[src/common/hscfg_regs.vh]
`ifndef HSCFG_REGS_VH
`define HSCFG_REGS_VH
`define HSCFG_SER_LEN_OFF 8'h22
`define HSCFG_MAKER_LEN_OFF 8'h23
`define HSCFG_PROD_LEN_OFF 8'h24
`define HSCFG_SER_BASE 8'h30
`define HSCFG_SER_LAST 8'h4f
`define HSCFG_MAKER_BASE 8'h50
`define HSCFG_MAKER_LAST 8'h8f
`define HSCFG_PROD_BASE 8'h90
`define HSCFG_PROD_LAST 8'hcf
`define HSCFG_FEATURE_OFF 8'hf0
`define HSCFG_CHARGE_OFF 8'hf2
`define HSCFG_SER_LEN_RST 6'h18
`define HSCFG_SER_LEN_MAX 7'h20
`define HSCFG_TEXT_LEN_MAX 7'h40
`define HSCFG_SPREAD_BIT 0
`define HSCFG_DELAY_LSB 1
`define HSCFG_DELAY_MSB 3
`define HSCFG_CHARGE_RSVD_BIT 0
`define HSCFG_STEP_MS 200
`define HSCFG_CLK_HZ 40000000
`define HSCFG_STEP_CYCLES (`HSCFG_STEP_MS * (`HSCFG_CLK_HZ / 1000))
`define HSCFG_IDX_SERIAL 2'h1
`define HSCFG_IDX_PRODUCT 2'h2
`define HSCFG_IDX_MAKER 2'h3
`endif

[src/hw/hscfg_mem.v]
`timescale 1ns/1ps
`include "hscfg_regs.vh"
// byte store with registered read and serial-number default image
module hscfg_mem #(
    parameter AW = 8
) (
    input wire clk,
    input wire srst,
    input wire wr_en,
    input wire [AW-1:0] wr_addr,
    input wire [7:0] wr_data,
    input wire [AW-1:0] rd_addr,
    output reg [7:0] rd_data
);
    reg [7:0] mem [0:(1<<AW)-1];
    integer i;
    // default image: serial bytes get a fixed pattern, rest zero
    function [7:0] dflt;
        input [AW-1:0] a;
        begin
            if (a >= `HSCFG_SER_BASE && a <= `HSCFG_SER_LAST)
                dflt = 8'h30 + {4'h0, a[3:0] & 4'h9};
            else
                dflt = 8'h00;
        end
    endfunction
    always @(posedge clk) begin
        if (srst) begin
            for (i = 0; i < (1<<AW); i = i + 1)
                mem[i] <= dflt(i[AW-1:0]);
            rd_data <= 8'h00;
        end else begin
            if (wr_en)
                mem[wr_addr] <= wr_data;
            rd_data <= mem[rd_addr];
        end
    end
endmodule // hscfg_mem

[src/hw/hscfg_top.v]
// Summary of operation
// - string index 1 returns the serial number bytes
// - serial bytes hold a built-in default after reset
// - serial bytes writable only when custom serial enable is set
// - index 3 returns maker length bytes when length is nonzero
// - index 2 returns product length bytes when length is nonzero
// - feature bit 0 set disables spread spectrum of the PLL
// - spread disable bit loads from clock strap pin at reset release
// - delay field applies only while custom charging enable set, else one 200 ms step
// - re-enable delay equals (field plus one) times 200 ms
// - reserved read-only bits read zero, writes ignored, except charge control bit 0, which stores the written bit
// - charge control fields writable by EEPROM or SMBus host
// - serial length defaults to 18h, at most 32 bytes
// - maker length defaults to zero, at most 64 bytes
// - text lengths writable only when custom text enable is set
`timescale 1ns/1ps
`include "hscfg_regs.vh"
module hscfg_top #(
    parameter STEP_CYCLES = `HSCFG_STEP_CYCLES
) (
    input wire clk,
    input wire srst,
    input wire cfg_wr,
    input wire cfg_rd,
    input wire [7:0] cfg_addr,
    input wire [7:0] cfg_wdata,
    output reg [7:0] cfg_rdata,
    output reg cfg_rvalid,
    input wire custom_serial_enable,
    input wire custom_text_enable,
    input wire serial_clock_strap_pin,
    input wire str_req,
    input wire [1:0] str_index,
    output reg [7:0] str_data,
    output reg str_valid,
    output reg str_last,
    output reg str_empty,
    output reg ss_spread_disable,
    input wire downstream_custom_charge_enable,
    input wire charge_mode_change,
    output reg port_power_control_out
);
    localparam ST_IDLE = 2'h0;
    localparam ST_SEND = 2'h1;
    localparam ST_WAIT = 2'h2;
    localparam PW_ON = 2'h0;
    localparam PW_OFF = 2'h1;

    reg strap_s1, strap_s2;
    reg rst_d;
    reg [5:0] serial_string_length;
    reg [6:0] maker_string_length;
    reg [6:0] product_string_length;
    reg [7:0] extra_feature_config;
    reg [7:0] charge_port_control;
    reg [1:0] state;
    reg [7:0] rd_ptr;
    reg [6:0] remain;
    reg rd_pend;
    reg [1:0] pstate;
    reg [31:0] tick;
    reg [2:0] steps;
    reg mem_rd_pend;
    wire [7:0] mem_q;
    reg mem_we;
    reg [7:0] mem_ra;

    function in_rng;
        input [7:0] a;
        input [7:0] lo;
        input [7:0] hi;
        begin
            in_rng = (a >= lo) && (a <= hi);
        end
    endfunction

    // serial gate; text bytes always writable
    always @* begin
        mem_we = 1'b0;
        if (cfg_wr) begin
            if (in_rng(cfg_addr, `HSCFG_SER_BASE, `HSCFG_SER_LAST))
                mem_we = custom_serial_enable;
            else if (in_rng(cfg_addr, `HSCFG_MAKER_BASE, `HSCFG_PROD_LAST))
                mem_we = 1'b1;
        end
    end

    // descriptor reads have the memory port while streaming
    always @* begin
        if (state == ST_SEND)
            mem_ra = rd_ptr;
        else
            mem_ra = cfg_addr;
    end

    hscfg_mem #(.AW(8)) i_hscfg_mem (
        .clk(clk),
        .srst(srst),
        .wr_en(mem_we),
        .wr_addr(cfg_addr),
        .wr_data(cfg_wdata),
        .rd_addr(mem_ra),
        .rd_data(mem_q)
    );

    always @(posedge clk) begin
        strap_s1 <= serial_clock_strap_pin;
        strap_s2 <= strap_s1;
    end

    // configuration registers
    always @(posedge clk) begin
        rst_d <= srst;
        if (srst) begin
            serial_string_length <= `HSCFG_SER_LEN_RST;
            maker_string_length <= 7'h00;
            product_string_length <= 7'h00;
            extra_feature_config <= 8'h00;
            charge_port_control <= 8'h00;
        end else begin
            if (rst_d)
                extra_feature_config[`HSCFG_SPREAD_BIT] <= strap_s2;
            if (cfg_wr) begin
                case (cfg_addr)
                    `HSCFG_SER_LEN_OFF:
                        if (custom_serial_enable &&
                            {1'b0, cfg_wdata[5:0]} <= `HSCFG_SER_LEN_MAX)
                            serial_string_length <= cfg_wdata[5:0];
                    `HSCFG_MAKER_LEN_OFF:
                        if (custom_text_enable &&
                            cfg_wdata[6:0] <= `HSCFG_TEXT_LEN_MAX)
                            maker_string_length <= cfg_wdata[6:0];
                    `HSCFG_PROD_LEN_OFF:
                        if (custom_text_enable &&
                            cfg_wdata[6:0] <= `HSCFG_TEXT_LEN_MAX)
                            product_string_length <= cfg_wdata[6:0];
                    `HSCFG_FEATURE_OFF:
                        if (!rst_d)
                            extra_feature_config <= {7'h00, cfg_wdata[0]};
                    `HSCFG_CHARGE_OFF:
                        charge_port_control <= {4'h0, cfg_wdata[3:0]};
                    default: ;
                endcase
            end
        end
    end

    // register read port, one cycle latency for registers, two for memory bytes
    always @(posedge clk) begin
        if (srst) begin
            cfg_rdata <= 8'h00;
            cfg_rvalid <= 1'b0;
            mem_rd_pend <= 1'b0;
        end else begin
            mem_rd_pend <= 1'b0;
            cfg_rvalid <= 1'b0;
            if (mem_rd_pend) begin
                cfg_rdata <= mem_q;
                cfg_rvalid <= 1'b1;
            end
            if (cfg_rd && state != ST_SEND) begin
                if (in_rng(cfg_addr, `HSCFG_SER_BASE, `HSCFG_PROD_LAST)) begin
                    mem_rd_pend <= 1'b1;
                end else begin
                    cfg_rvalid <= 1'b1;
                    case (cfg_addr)
                        `HSCFG_SER_LEN_OFF:
                            cfg_rdata <= {2'h0, serial_string_length};
                        `HSCFG_MAKER_LEN_OFF:
                            cfg_rdata <= {1'b0, maker_string_length};
                        `HSCFG_PROD_LEN_OFF:
                            cfg_rdata <= {1'b0, product_string_length};
                        `HSCFG_FEATURE_OFF:
                            cfg_rdata <= extra_feature_config;
                        `HSCFG_CHARGE_OFF:
                            cfg_rdata <= charge_port_control;
                        default:
                            cfg_rdata <= 8'h00;
                    endcase
                end
            end
        end
    end

    always @(posedge clk) begin
        if (srst)
            ss_spread_disable <= 1'b0;
        else
            ss_spread_disable <= extra_feature_config[`HSCFG_SPREAD_BIT];
    end

    // string descriptor streamer
    always @(posedge clk) begin
        if (srst) begin
            state <= ST_IDLE;
            rd_ptr <= 8'h00;
            remain <= 7'h00;
            rd_pend <= 1'b0;
            str_data <= 8'h00;
            str_valid <= 1'b0;
            str_last <= 1'b0;
            str_empty <= 1'b0;
        end else begin
            str_valid <= 1'b0;
            str_last <= 1'b0;
            str_empty <= 1'b0;
            rd_pend <= 1'b0;
            if (rd_pend) begin
                str_data <= mem_q;
                str_valid <= 1'b1;
                str_last <= (state != ST_SEND);
            end
            case (state)
                ST_IDLE:
                    if (str_req) begin
                        case (str_index)
                            `HSCFG_IDX_SERIAL: begin
                                rd_ptr <= `HSCFG_SER_BASE;
                                remain <= {1'b0, serial_string_length};
                            end
                            `HSCFG_IDX_PRODUCT: begin
                                rd_ptr <= `HSCFG_PROD_BASE;
                                remain <= product_string_length;
                            end
                            `HSCFG_IDX_MAKER: begin
                                rd_ptr <= `HSCFG_MAKER_BASE;
                                remain <= maker_string_length;
                            end
                            default: begin
                                rd_ptr <= 8'h00;
                                remain <= 7'h00;
                            end
                        endcase
                        state <= ST_WAIT;
                    end
                ST_WAIT:
                    if (remain == 7'h00) begin
                        str_empty <= 1'b1;
                        state <= ST_IDLE;
                    end else begin
                        state <= ST_SEND;
                    end
                ST_SEND: begin
                    rd_pend <= 1'b1;
                    rd_ptr <= rd_ptr + 8'h01;
                    remain <= remain - 7'h01;
                    if (remain == 7'h01)
                        state <= ST_IDLE;
                end
                default:
                    state <= ST_IDLE;
            endcase
        end
    end

    always @(posedge clk) begin
        if (srst) begin
            pstate <= PW_ON;
            tick <= 32'h0;
            steps <= 3'h0;
            port_power_control_out <= 1'b1;
        end else begin
            case (pstate)
                PW_ON:
                    if (charge_mode_change) begin
                        port_power_control_out <= 1'b0;
                        tick <= 32'h0;
                        steps <= downstream_custom_charge_enable ?
                            charge_port_control[`HSCFG_DELAY_MSB:
                                                `HSCFG_DELAY_LSB] : 3'h0;
                        pstate <= PW_OFF;
                    end
                PW_OFF:
                    if (tick == STEP_CYCLES - 1) begin
                        tick <= 32'h0;
                        if (steps == 3'h0) begin
                            port_power_control_out <= 1'b1;
                            pstate <= PW_ON;
                        end else begin
                            steps <= steps - 3'h1;
                        end
                    end else begin
                        tick <= tick + 32'h1;
                    end
                default:
                    pstate <= PW_ON;
            endcase
        end
    end
endmodule // hscfg_top
[config.mk]
export PLATFORM = sky130hd
export DESIGN_NAME = hscfg_top
export DESIGN_NICKNAME = d
export VERILOG_FILES = /design/src/hw/hscfg_mem.v /design/src/hw/hscfg_top.v
export VERILOG_INCLUDE_DIRS = /design/src /design/src/common
export SDC_FILE = /design/constraint.sdc
export NUM_CORES = 2
export LEC_CHECK = 0
export ABC_AREA = 1
export BUFFER_PORTS_ARGS = -buffer_cell sky130_fd_sc_hd__buf_2
export CORE_ASPECT_RATIO = 0.75
export CORE_MARGIN = 2
export CORE_UTILIZATION = 28
export CTS_CLUSTER_SIZE = 14
export DETAILED_ROUTE_END_ITERATION = 12
export PLACE_DENSITY = 0.41
export SKIP_CTS_REPAIR_TIMING = 1
export SLEW_MARGIN = 20
export SYNTH_ARGS = -nofsm -noshare
export SYNTH_HDL_FRONTEND = slang
export SYNTH_SLANG_ARGS = --single-unit
export TNS_END_PERCENT = 1
[constraint.sdc]
create_clock -name clk -period 5.6 [get_ports clk]
set_input_delay 1.4 -clock clk [delete_from_list [all_inputs] [get_ports clk]]
set_output_delay 1.4 -clock clk [all_outputs]
set_load 0.01 [all_outputs]
==> flow_summary.json <==
{
  "status": "complete, no violations",
  "fin_nets": 9919,
  "cts-htree-levels": 4,
  "drt_first_iter_violations": 7025,
  "max-slew-margin-rel": 0.269,
  "grt_pass1_vias": 67800,
  "cts_buffers": 241,
  "cts_tree": "yes",
  "detail_route.vias_per_cell": 4.80,
  "ios": 50,
  "tns_ns": 0,
  "synth_area_leader_cell": "edfxtp_1",
  "routedWlPerCell_um": 21.9,
  "drive_gt1_frac": 0.0613,
  "drv_slew": 0,
  "drc": 0,
  "crit_arrival_ns": 5.47,
  "syn_area_per_cell_um2": 10.1,
  "critPathRequiredTime_ns": 6.46,
  "die_h_um": 509,
  "antenna_found_initial": 10,
  "grt_usage": 0.181,
  "tightestPinTransition_ns": 1.09,
  "cp.buffers_inverters": 2,
  "ant_nets": 0,
  "vdd_drop_max_mv": 0.244,
  "crit_type": "reg2reg",
  "ff2ff_path_depth": 15,
  "place_inst": 14100,
  "cp-start-kind": "register",
  "root_buffer": "clkbuf_16",
  "start_util": 0.281,
  "critical-path-top-delay-family": "simple AND/OR/NAND/NOR gates",
  "cts_buffer_depth": 4,
  "slowest_stage": "inv_8",
  "r2r_end": "i_hscfg_mem.rd_data[0]$_SDFF_PP0_",
  "stdcell_count": 14600,
  "fill_cells": 34400,
  "worstHoldEndpoint": "strap_s2$_DFF_P_",
  "rsz0062_at_grt": "no",
  "vias": 69900,
  "netlist_instances": 9408,
  "fin_crit_sh": 0.823,
  "finalPower_mw": 39.6,
  "yosysSeqAreaShare": 0.671,
  "core_area_mm2": 0.338,
  "dp_hpwl_um": 186000,
  "path_cells": "nand2_4 > nand2_8 > nand2_8 > inv_8 > buf_12 > nand2_1 > nand3_1 > nand3_1 > nand3_1 > nand3_1 > nand3_1 > nand3_1 > nand2_1 > nor2_1 > nor2_1",
  "worstSetupEndpointType": "register",
  "synthArstFlopShare": 0,
  "netlist-cell-type-count": 42,
  "synthFlopType": "edfxtp_1",
  "r2r_start": "state[0]$_SDFFE_PP0P_",
  "synth_edf_count": 2048,
  "r2r_slack_ns": 0.99,
  "grt_max_degree": 162,
  "first_pass_iters": 6,
  "fmax_mhz": 217,
  "rows": 185,
  "yosysTopAreaCellShare": 0.647,
  "p_leak_nw": 41.6,
  "cp_slowest_stage_delay_ns": 0.57,
  "power.density_mw_per_mm2": 359,
  "grt_pass1_wl_um": 468000,
  "synth_area_leaders": "edfxtp_1 65%, nand3_1 13%, nand2_1 8.7%, nor2_1 5.5%, dfxtp_1 2.4%",
  "cp_max_fo": 102,
  "hp-class": "reg2reg",
  "fin_skew_ns": 0.0833,
  "numPortBuffers": 49,
  "hold_start": "strap_s1$_DFF_P_",
  "finalSetupViolations": 0,
  "finalWirelength_um": 319000,
  "path_common_cell": "nand3_1",
  "routabilityCongestion": 0.842,
  "syn_area_mm2": 0.0950,
  "yosysWarnings": 0,
  "hold_depth": 0,
  "clk_latency_ns": 0.93,
  "fin_util": 0.327,
  "path_clk_slew_ns": 0.06,
  "die-area_mm2": 0.344,
  "gr-total-overflow": 0,
  "hold_violations": 0,
  "cts.sinks": 2161,
  "cap_violations": 0,
  "period_needed_ns": 4.61,
  "ys_ff_latch": 2161,
  "areaGrowthSynthToFinish_pct": 16.2,
  "die_w_um": 677
}
report_power, final:
| part | internal [mW] | switching (mW) | total (mW) |
|---|---|---|---|
| clock network | 8.82 | 6.72 | 15.5 |
| registers | 18.7 | 0.325 | 19.0 |
| logic | 1.24 | 3.82 | 5.06 |
| total | 28.7 | 10.9 | 39.6 |
synth_stat cells (4+ instances only):
cell type / instances
inv_1: 149
buf_4: 7
a21oi_1: 84
dfxtp_1: 113
ha_1: 6
clkbuf_1: 458
xor2_1: 10
buf_1: 34
buf_2: 282
nor4_1: 6
a221oi_1: 12
o22ai_1: 15
nor3_1: 29
nand2_1: 2215
nor2_1: 1389
o211ai_1: 6
a31oi_1: 5
or2_2: 4
clkinv_1: 4
o21ai_0: 78
inv_2: 23
edfxtp_1: 2048
o221ai_1: 4
nand4_1: 9
a211oi_1: 5
nand3_1: 2388
layer usage:
metal	vias to the layer above	part of all wire	global-route usage
li1	32700	-	-
met1	34900	0.49	0.275
met2	2028	0.43	0.271
met3	368	0.061	0.0258
met4	0	0.020	0.0391
met5	-	0	0
state kept, by name (all words and copies together) (netlist names), 2 cells and up:
register and flops:
remain 7, steps 3, rd_ptr 8, str_data 8
state 2, maker_string_length 7, cfg_rdata 8, charge_port_control 4
serial_string_length 6, i_hscfg_mem.mem 2048, i_hscfg_mem.rd_data 8, product_string_length 7
tick 32
metrics by stage:
| stage | worst slack (ns) | hold WS (ns) | instance area [um2] |
|---|---|---|---|
| finish | 0.989 | 0.338 | 110000 |
| global route | 0.791 | 0.351 | 110000 |
| CTS | 1.03 | 0.340 | 110000 |
| detailed placement | 0.242 | 0.320 | 103000 |
| global placement | 0.198 | 0.322 | 103000 |
| floorplan | 2.38 | 0.310 | 97900 |
area by class of cell:
class                   instances  area (um2)  share of cell area
multi-input cells            7056       30300               0.274
well taps                    4488        5620              0.0508
flip-flops and latches       2161       63800               0.577
diodes                          3        7.51           0.0000680
inverters                     176         743             0.00673
clock buffers                 299        6330              0.0573
clock inverters               135        1160              0.0105
repair buffers                249        2560              0.0232
cells in the final DEF (no fill, tap or decap), types with 9 or more instances in the layout:
master	synthesis	routed
a221oi_1	12	12
o22ai_1	15	15
conb_1	1	768
buf_4	7	136
edfxtp_1	2048	2048
clkbuf_16	0	243
buf_2	282	48
nor3_1	29	27
nand2_1	2215	2215
nor2_1	1389	1385
buf_12	0	64
xor2_1	10	10
inv_8	0	9
o21ai_0	78	78
nand4_1	9	9
a21oi_1	84	82
bufinv_16	0	19
nand3_1	2388	2388
inv_2	23	14
dfxtp_1	113	113
clkinv_2	0	43
inv_1	149	145
clkbuf_1	458	52
clkinv_1	4	65
cell families after synthesis:
kind of cell | Yosys count | share of synthesized area
AND/OR/NAND/NOR | 6048 | 0.272
adder cells (fa/ha/maj) | 6 | 0.000790
AO/OA/AOI/OAI | 221 | 0.0134
XOR/XNOR | 13 | 0.00120
flip-flops | 2161 | 0.671
buffers and inverters | 958 | 0.0419
other | 1 | 0.0000395
worst max path at each step:
| stage | depth (start not counted) | startpoint | to |
|---|---|---|---|
| final | 15 | state[0]$_SDFFE_PP0P_ | i_hscfg_mem.rd_data[0]$_SDFF_PP0_ |
| after detailed placement | 16 | cfg_addr[0] | i_hscfg_mem.rd_data[0]$_SDFF_PP0_ |
| after global routing | 15 | state[0]$_SDFFE_PP0P_ | i_hscfg_mem.rd_data[0]$_SDFF_PP0_ |
| after floorplan | 11 | cfg_addr[6] | i_hscfg_mem.mem[51][0]$_SDFFCE_PN1P_ |
| after global placement | 16 | cfg_addr[0] | i_hscfg_mem.rd_data[0]$_SDFF_PP0_ |
| after CTS | 15 | state[0]$_SDFFE_PP0P_ | i_hscfg_mem.rd_data[0]$_SDFF_PP0_ |
No activity file was read; power rests on OpenSTA's default activity.
